## src/inc/jpl_params.svh

```systemverilog
// constants for the dual joystick port logic
// Notes on behaviour
// - each joystick has X and Y timer channels with RC inputs plus two buttons
// - any I/O write to the base restarts the axes by pulling RC pins low
// - the restart takes effect when the write strobe returns to inactive
// - at the two-thirds trip the timer output clears and the pin discharges
// - status sits at base plus zero, eight bits, zero after power-on reset
// - bits 7..4 stick2 b2,b1, stick1 b2,b1; bits 3..0 stick2 Y,X, stick1 Y,X
// - status is read-only; write data is dropped and only triggers a restart
// - read strobe fires for an I/O read at the programmed base address
// - write strobe fires for an I/O write at the programmed base address
// - config index joystick_base_high gives the upper base byte, joystick_base_low the lower byte
// - with activate cleared the base is not decoded and no strobes occur
// - power control bit 2 and the activate bit are one shared bit
`ifndef JPL_PARAMS_SVH
`define JPL_PARAMS_SVH

// ==========================================================================
// register locations
`define JPL_STATUS_OFFSET 16'h0000
`define JPL_CFG_BASE_HIGH 8'h60
`define JPL_CFG_BASE_LOW 8'h61
`define JPL_CFG_ACTIVATE 8'h30
`define JPL_CFG_POWER_CTRL 8'h22

// ==========================================================================
// field positions and reset values
`define JPL_POWER_GAME_BIT 2
`define JPL_ACTIVATE_BIT 0
`define JPL_STATUS_RESET 8'h00
`define JPL_BASE_RESET 8'h00
`define JPL_POWER_RESET 8'h00
`define JPL_AXIS_COUNT 4

`endif

```

## src/inc/jpl_pkg.sv

```systemverilog
// types shared by the dual joystick port logic
package jpl_pkg;

  // ==========================================================================
  // host I/O cycle
  typedef struct packed {
    logic [15:0] addr;
    logic rd;
    logic wr;
    logic [7:0] wdata;
  } jpl_io_req_t;

  // ==========================================================================
  // configuration index cycle
  typedef struct packed {
    logic [7:0] index;
    logic rd;
    logic wr;
    logic [7:0] wdata;
  } jpl_cfg_req_t;

  // ==========================================================================
  // button levels of both sticks
  typedef struct packed {
    logic stick2_button2;
    logic stick2_button1;
    logic stick1_button2;
    logic stick1_button1;
  } jpl_buttons_t;

  // ==========================================================================
  // one axis timer
  typedef enum logic [1:0] {
    JPL_DISCHARGE,
    JPL_RESTART,
    JPL_CHARGE
  } jpl_axis_state_t;

endpackage

```

## src/rtl/jpl_port.sv

```systemverilog
// dual joystick port: decode, configuration, status and four axis timers
`timescale 1ns/10ps
`include "jpl_params.svh"
module jpl_port (
  input wire logic clk_i,
  input wire logic rstn_i,
  input wire jpl_pkg::jpl_io_req_t io_req_i,
  output logic [7:0] io_rdata_o,
  input wire jpl_pkg::jpl_cfg_req_t cfg_req_i,
  output logic [7:0] cfg_rdata_o,
  output logic joystick_read_strobe_o,
  output logic joystick_write_strobe_o,
  input wire jpl_pkg::jpl_buttons_t buttons_i,
  input wire logic [3:0] rc_trip_i,
  input wire logic [3:0] rc_timing_pin_i,
  output logic [3:0] rc_timing_pin_o,
  output logic [3:0] rc_timing_pin_oe_o,
  output logic stick1_x_timer_o,
  output logic stick1_y_timer_o,
  output logic stick2_x_timer_o,
  output logic stick2_y_timer_o,
  output logic game_power_o
);

  // ==========================================================================
  // configuration storage
  logic [7:0] base_high_reg;
  logic [7:0] base_high_next;
  logic [7:0] base_low_reg;
  logic [7:0] base_low_next;
  logic activate_reg;
  logic activate_next;
  logic [7:0] power_ctrl_reg;
  logic [7:0] power_ctrl_next;

  // ==========================================================================
  // decode wires
  wire cfg_hit_high;
  wire cfg_hit_low;
  wire cfg_hit_act;
  wire cfg_hit_pwr;
  wire [15:0] base_addr;
  wire addr_match;
  wire read_hit;
  wire write_hit;

  // ==========================================================================
  // status and timer wires
  logic write_prev_reg;
  wire write_done;
  logic [3:0] axis_out;
  logic [7:0] status_reg;
  wire [7:0] status_next;
  logic [7:0] io_rdata_reg;
  wire [7:0] io_rdata_next;
  logic [7:0] cfg_rdata_reg;
  logic [7:0] cfg_rdata_next;
  logic [7:0] power_view;

  // ==========================================================================
  // configuration index decode
  assign cfg_hit_high = (cfg_req_i.index == `JPL_CFG_BASE_HIGH);
  assign cfg_hit_low = (cfg_req_i.index == `JPL_CFG_BASE_LOW);
  assign cfg_hit_act = (cfg_req_i.index == `JPL_CFG_ACTIVATE);
  assign cfg_hit_pwr = (cfg_req_i.index == `JPL_CFG_POWER_CTRL);

  always_comb begin
    base_high_next = base_high_reg;
    base_low_next = base_low_reg;
    if (cfg_req_i.wr && cfg_hit_high) begin
      base_high_next = cfg_req_i.wdata;
    end
    if (cfg_req_i.wr && cfg_hit_low) begin
      base_low_next = cfg_req_i.wdata;
    end
  end

  // one flop holds both views of the game port power/activate bit
  always_comb begin
    activate_next = activate_reg;
    power_ctrl_next = power_ctrl_reg;
    if (cfg_req_i.wr && cfg_hit_act) begin
      activate_next = cfg_req_i.wdata[`JPL_ACTIVATE_BIT];
    end
    if (cfg_req_i.wr && cfg_hit_pwr) begin
      power_ctrl_next = cfg_req_i.wdata;
      activate_next = cfg_req_i.wdata[`JPL_POWER_GAME_BIT];
    end
  end

  always_ff @(posedge clk_i) begin
    if (!rstn_i) begin
      base_high_reg <= `JPL_BASE_RESET;
      base_low_reg <= `JPL_BASE_RESET;
      activate_reg <= 1'b0;
      power_ctrl_reg <= `JPL_POWER_RESET;
    end else begin
      base_high_reg <= base_high_next;
      base_low_reg <= base_low_next;
      activate_reg <= activate_next;
      power_ctrl_reg <= power_ctrl_next;
    end
  end

  // power control reads back with bit 2 taken from the shared bit
  always_comb begin
    power_view = power_ctrl_reg;
    power_view[`JPL_POWER_GAME_BIT] = activate_reg;
  end

  // ==========================================================================
  // configuration read-back
  always_comb begin
    cfg_rdata_next = cfg_rdata_reg;
    if (cfg_req_i.rd) begin
      cfg_rdata_next = 8'h00;
      if (cfg_hit_high) begin
        cfg_rdata_next = base_high_reg;
      end else if (cfg_hit_low) begin
        cfg_rdata_next = base_low_reg;
      end else if (cfg_hit_act) begin
        cfg_rdata_next = {7'h00, activate_reg};
      end else if (cfg_hit_pwr) begin
        cfg_rdata_next = power_view;
      end
    end
  end

  always_ff @(posedge clk_i) begin
    if (!rstn_i) begin
      cfg_rdata_reg <= 8'h00;
    end else begin
      cfg_rdata_reg <= cfg_rdata_next;
    end
  end

  assign cfg_rdata_o = cfg_rdata_reg;
  assign game_power_o = activate_reg;

  // ==========================================================================
  // I/O address decode
  assign base_addr = {base_high_reg, base_low_reg};
  assign addr_match = (io_req_i.addr == (base_addr + `JPL_STATUS_OFFSET));
  assign read_hit = activate_reg && addr_match && io_req_i.rd;
  assign write_hit = activate_reg && addr_match && io_req_i.wr;
  assign joystick_read_strobe_o = read_hit;
  assign joystick_write_strobe_o = write_hit;

  // ==========================================================================
  // trailing edge of the write strobe
  always_ff @(posedge clk_i) begin
    if (!rstn_i) begin
      write_prev_reg <= 1'b0;
    end else begin
      write_prev_reg <= write_hit;
    end
  end

  assign write_done = write_prev_reg && !write_hit;

  // ==========================================================================
  // axis timers, bit order stick1 X, stick1 Y, stick2 X, stick2 Y
  genvar g;
  generate
    for (g = 0; g < `JPL_AXIS_COUNT; g = g + 1) begin : gen_axis
      jpl_axis_timer u_axis (
        .clk_i(clk_i),
        .rstn_i(rstn_i),
        .write_active_i(write_hit),
        .write_done_i(write_done),
        .trip_i(rc_trip_i[g]),
        .axis_timer_out_o(axis_out[g]),
        .rc_timing_pin_o(rc_timing_pin_o[g]),
        .rc_timing_pin_oe_o(rc_timing_pin_oe_o[g])
      );
    end
  endgenerate

  assign stick1_x_timer_o = axis_out[0];
  assign stick1_y_timer_o = axis_out[1];
  assign stick2_x_timer_o = axis_out[2];
  assign stick2_y_timer_o = axis_out[3];

  // ==========================================================================
  // status byte, write data is never stored here
  assign status_next = {buttons_i.stick2_button2,
                        buttons_i.stick2_button1,
                        buttons_i.stick1_button2,
                        buttons_i.stick1_button1,
                        axis_out[3],
                        axis_out[2],
                        axis_out[1],
                        axis_out[0]};

  always_ff @(posedge clk_i) begin
    if (!rstn_i) begin
      status_reg <= `JPL_STATUS_RESET;
    end else begin
      status_reg <= status_next;
    end
  end

  // read data is captured while the read strobe is active
  assign io_rdata_next = read_hit ? status_reg : io_rdata_reg;

  always_ff @(posedge clk_i) begin
    if (!rstn_i) begin
      io_rdata_reg <= `JPL_STATUS_RESET;
    end else begin
      io_rdata_reg <= io_rdata_next;
    end
  end

  assign io_rdata_o = io_rdata_reg;

endmodule

```

## src/rtl/jpl_axis_timer.sv

```systemverilog
// one axis timer channel with its RC timing pin
`timescale 1ns/10ps
module jpl_axis_timer (
  input wire logic clk_i,
  input wire logic rstn_i,
  input wire logic write_active_i,
  input wire logic write_done_i,
  input wire logic trip_i,
  output logic axis_timer_out_o,
  output logic rc_timing_pin_o,
  output logic rc_timing_pin_oe_o
);

  jpl_pkg::jpl_axis_state_t state_reg;
  jpl_pkg::jpl_axis_state_t state_next;

  // ==========================================================================
  // sequence
  always_comb begin
    state_next = state_reg;
    case (state_reg)
      jpl_pkg::JPL_DISCHARGE: begin
        if (write_active_i) begin
          state_next = jpl_pkg::JPL_RESTART;
        end
      end
      jpl_pkg::JPL_RESTART: begin
        if (write_done_i) begin
          state_next = jpl_pkg::JPL_CHARGE;
        end
      end
      jpl_pkg::JPL_CHARGE: begin
        if (write_active_i) begin
          state_next = jpl_pkg::JPL_RESTART;
        end else if (trip_i) begin
          state_next = jpl_pkg::JPL_DISCHARGE;
        end
      end
      default: begin
        state_next = jpl_pkg::JPL_DISCHARGE;
      end
    endcase
  end

  always_ff @(posedge clk_i) begin
    if (!rstn_i) begin
      state_reg <= jpl_pkg::JPL_DISCHARGE;
    end else begin
      state_reg <= state_next;
    end
  end

  // ==========================================================================
  // pins: the pin is held low except while the cap charges
  assign axis_timer_out_o = (state_reg == jpl_pkg::JPL_CHARGE);
  assign rc_timing_pin_o = 1'b0;
  assign rc_timing_pin_oe_o = (state_reg != jpl_pkg::JPL_CHARGE);

endmodule

```

## config.mk

```make
export PLATFORM = sky130hd
export DESIGN_NAME = jpl_port
export DESIGN_NICKNAME = d
export VERILOG_FILES = /design/src/inc/jpl_pkg.sv /design/src/rtl/jpl_port.sv /design/src/rtl/jpl_axis_timer.sv
export VERILOG_INCLUDE_DIRS = /design/src /design/src/inc
export SDC_FILE = /design/constraint.sdc
export NUM_CORES = 1
export LEC_CHECK = 0
export BUFFER_PORTS_ARGS = -buffer_cell sky130_fd_sc_hd__buf_2
export CAP_MARGIN = 15
export CELL_PAD_IN_SITES_DETAIL_PLACEMENT = 0
export CELL_PAD_IN_SITES_GLOBAL_PLACEMENT = 1
export CORE_UTILIZATION = 33
export DETAILED_ROUTE_END_ITERATION = 10
export PLACE_DENSITY_LB_ADDON = 0.1
export SLEW_MARGIN = 20
export SYNTH_ARGS = -nofsm -noshare
export SYNTH_HDL_FRONTEND = slang
export SYNTH_SLANG_ARGS = --single-unit
```

## constraint.sdc

```tcl
create_clock -name clk_i -period 1.7 [get_ports clk_i]
set_input_delay 0.34 -clock clk_i [delete_from_list [all_inputs] [get_ports clk_i]]
set_output_delay 0.34 -clock clk_i [all_outputs]
set_load 0.05 [all_outputs]
```

==> metrics <==
status complete, but fails checks; failing checks setup timing; Placed Instance Area 3320 µm²; Area Growth Syn to Fin 34.2%; data required time of the worst path approximately 1.4 ns; Non-Filler Instances 504; vias after detailed routing ~2300; commonest cells in the netlist nand2_1 (62), dfxtp_1 (57), mux2i_1 (16), buf_4 (11), xnor2_1 (11); Setup Viol. Count Final 2; Critical Path End Type output pin; Post-synth top flop dfxtp_1; final global-route overflow total 0; critical path type reg -> out; DRT iter0 DRCs 59; R2R Setup Slk 0.02 ns; Final Max Slew Viols 0; Placer Congestion 0.715; fmax 493 MHz; Nets 455; leakage 1.64 nW; Die ar. between 8000 and 9000 µm²; Avg Cell Area, Syn between 8 and 9 µm²; dominant cell by count in the synthesized netlist nand2_1; Worst Skew roughly 0.0085 ns; Worst VDD drop 0.000433 V; Residual DRC 0; count of different cell masters after synthesis 41; root buffer cell clkbuf_8; PortBufs around 70; drt via density about 4.5; Num Clock Sinks 57; largest area contributor in the netlist dfxtp_1; vias in the first global route 2109; Die W a little over 90 µm; CTS Buf Count 9; crit path DAT around 1.7 ns; GRT Total Usage 17.1%; cts hold-fix bufs 0; CTS tree built; Skew-Pair Late Insertion Delay 0.34 ns; WL final 6.79 mm; Worst Setup Slack, final -0.330 ns; Placed Instances 485; die extent in y ~92 µm; Core ar. approximately 7800 µm²; number of inserted diodes 0; largest net degree at the start of global routing 35; design area about 3600 µm²; YS warnings 0; remaining antenna violation count after routing 0; RSZ-0062 raised after global routing yes; Post-synth EDFFs 0; Max clock buf depth 2; critical-path maximum fanout 3; Clk pin slew, worst setup/hold paths approximately 0.070 ns; first-pass GRT wire length 11.0 mm; antenna violations before repair 0; Final min period ~2 ns; Startpoint Class flip-flop; final period utilization 119%; Initial Utilization 34.4%; H-tree depth 3; Cells after Synth 299; sequential-to-total area share from yosys stat between 40% and 50%; top cell type's share of synthesized area 42.5%; Final Hold Viols 0; Top Ports 89; Post-synth ARST share 0%; share of layout cells above drive strength 1 37.1%; Max-Cap Viols 0; Hold WS 0.200 ns; Synth area leaders dfxtp_1 (42%), nand2_1 (8.7%), mux2i_1 (6.0%), xnor2_1 (3.6%), buf_4 (3.1%); HP Class in -> reg; pwr/cell area roughly 850 nW/µm²; Mapped Area 2690 µm²; # rows 32; dpl hpwl 4.95 mm; Routed wire per std cell 13.5 µm; TritonRoute pass-1 iters 4; Yosys reg bits 57
-- cell type report --
class	instances	area, µm²
fillers	832	4210
multi-input cells	215	1430
flip-flops and latches	57	1150
repair buffers	105	641
well taps	102	128
clock buffers	9	124
clock inverters	7	101
inverters	9	33.8
-- worst max-delay path: stages (launching register included) --
cell and delay, ns:
dfxtp_2 0.33, xnor2_1 0.13, nand2_1 0.08, nor4_2 0.26, buf_4 0.17, and4_4 0.23, buf_8 0.14
-- layout by cell type, fill, tap and decap left out, drive strengths merged, types with 6 or more instances in the layout --
master	Yosys	layout
clkbuf	8	9
nor2	9	9
inv	9	11
mux2i	16	16
nor2b	9	9
o21ai	8	8
xnor2	11	11
buf	13	105
nand2	62	62
mux2	6	6
nand3b	7	7
nor3b	7	7
a21boi	16	16
and2	10	10
a221oi	7	7
nand2b	10	10
dfxtp	57	57
-- cells by family (layout without fill, tap and decap cells) --
family | count (synthesis) | after routing | synth area share (%)
simple gates | 133 | 133 | 26.3
flops | 57 | 57 | 42.5
compound gates | 42 | 42 | 12.3
buf+inv | 30 | 130 | 5.78
mux | 22 | 22 | 8.48
xor+xnor | 14 | 14 | 4.57
other cells | 1 | 4 | 0.140
-- layer usage --
layer | GRT usage [%] | routed length, µm | up-vias
li1 | - | - | 1197
met2 | 23.9 | 2780 | 54
met4 | 7.81 | 119 | 0
met1 | 25.0 | 3640 | 1024
met3 | 3.32 | 242 | 12
met5 | 0 | 0 | -
-- per-stage QoR --
stage          setup WS (ns)  TNS, ns  utilization, %  power [mW]
2_1_floorplan         -0.135    -2.50               -        1.53
3_3_place_gp          -0.313    -9.09            42.5        1.63
6_report              -0.330   -0.634            46.1        3.06
4_1_cts               -0.363   -0.697            45.9        3.09
3_5_place_dp          -0.327    -9.54            42.5        1.63
5_1_grt               -0.439    -2.39            46.1        3.18
-- final timing paths --
kind | from | to | cells after the start
min reg2reg | status_reg[7] | io_rdata_o[7] | 2
max | base_high_reg[1] | joystick_write_strobe_o | 6
max reg2reg | base_high_reg[1] | io_rdata_o[4] | 9
min | buttons_i[1] | status_reg[5] | 2
-- what timing repair did --
item / CTS / global route
endpoints found under the setup margin: 2 / 31
gates resized for setup: 9 / 4
hold endpoints to repair: 0 / 0
buffers inserted: 2 / 1
pin swaps: 3 / 1
gates cloned: 0 / 0
-- where the power goes --
group	switching, mW	internal, mW	leakage, nW
Combinational	0.150	0.100	1.06
Sequential	0.00485	1.35	0.464
Clock	0.624	0.838	0.114
Power figures use the tool's default switching activity.
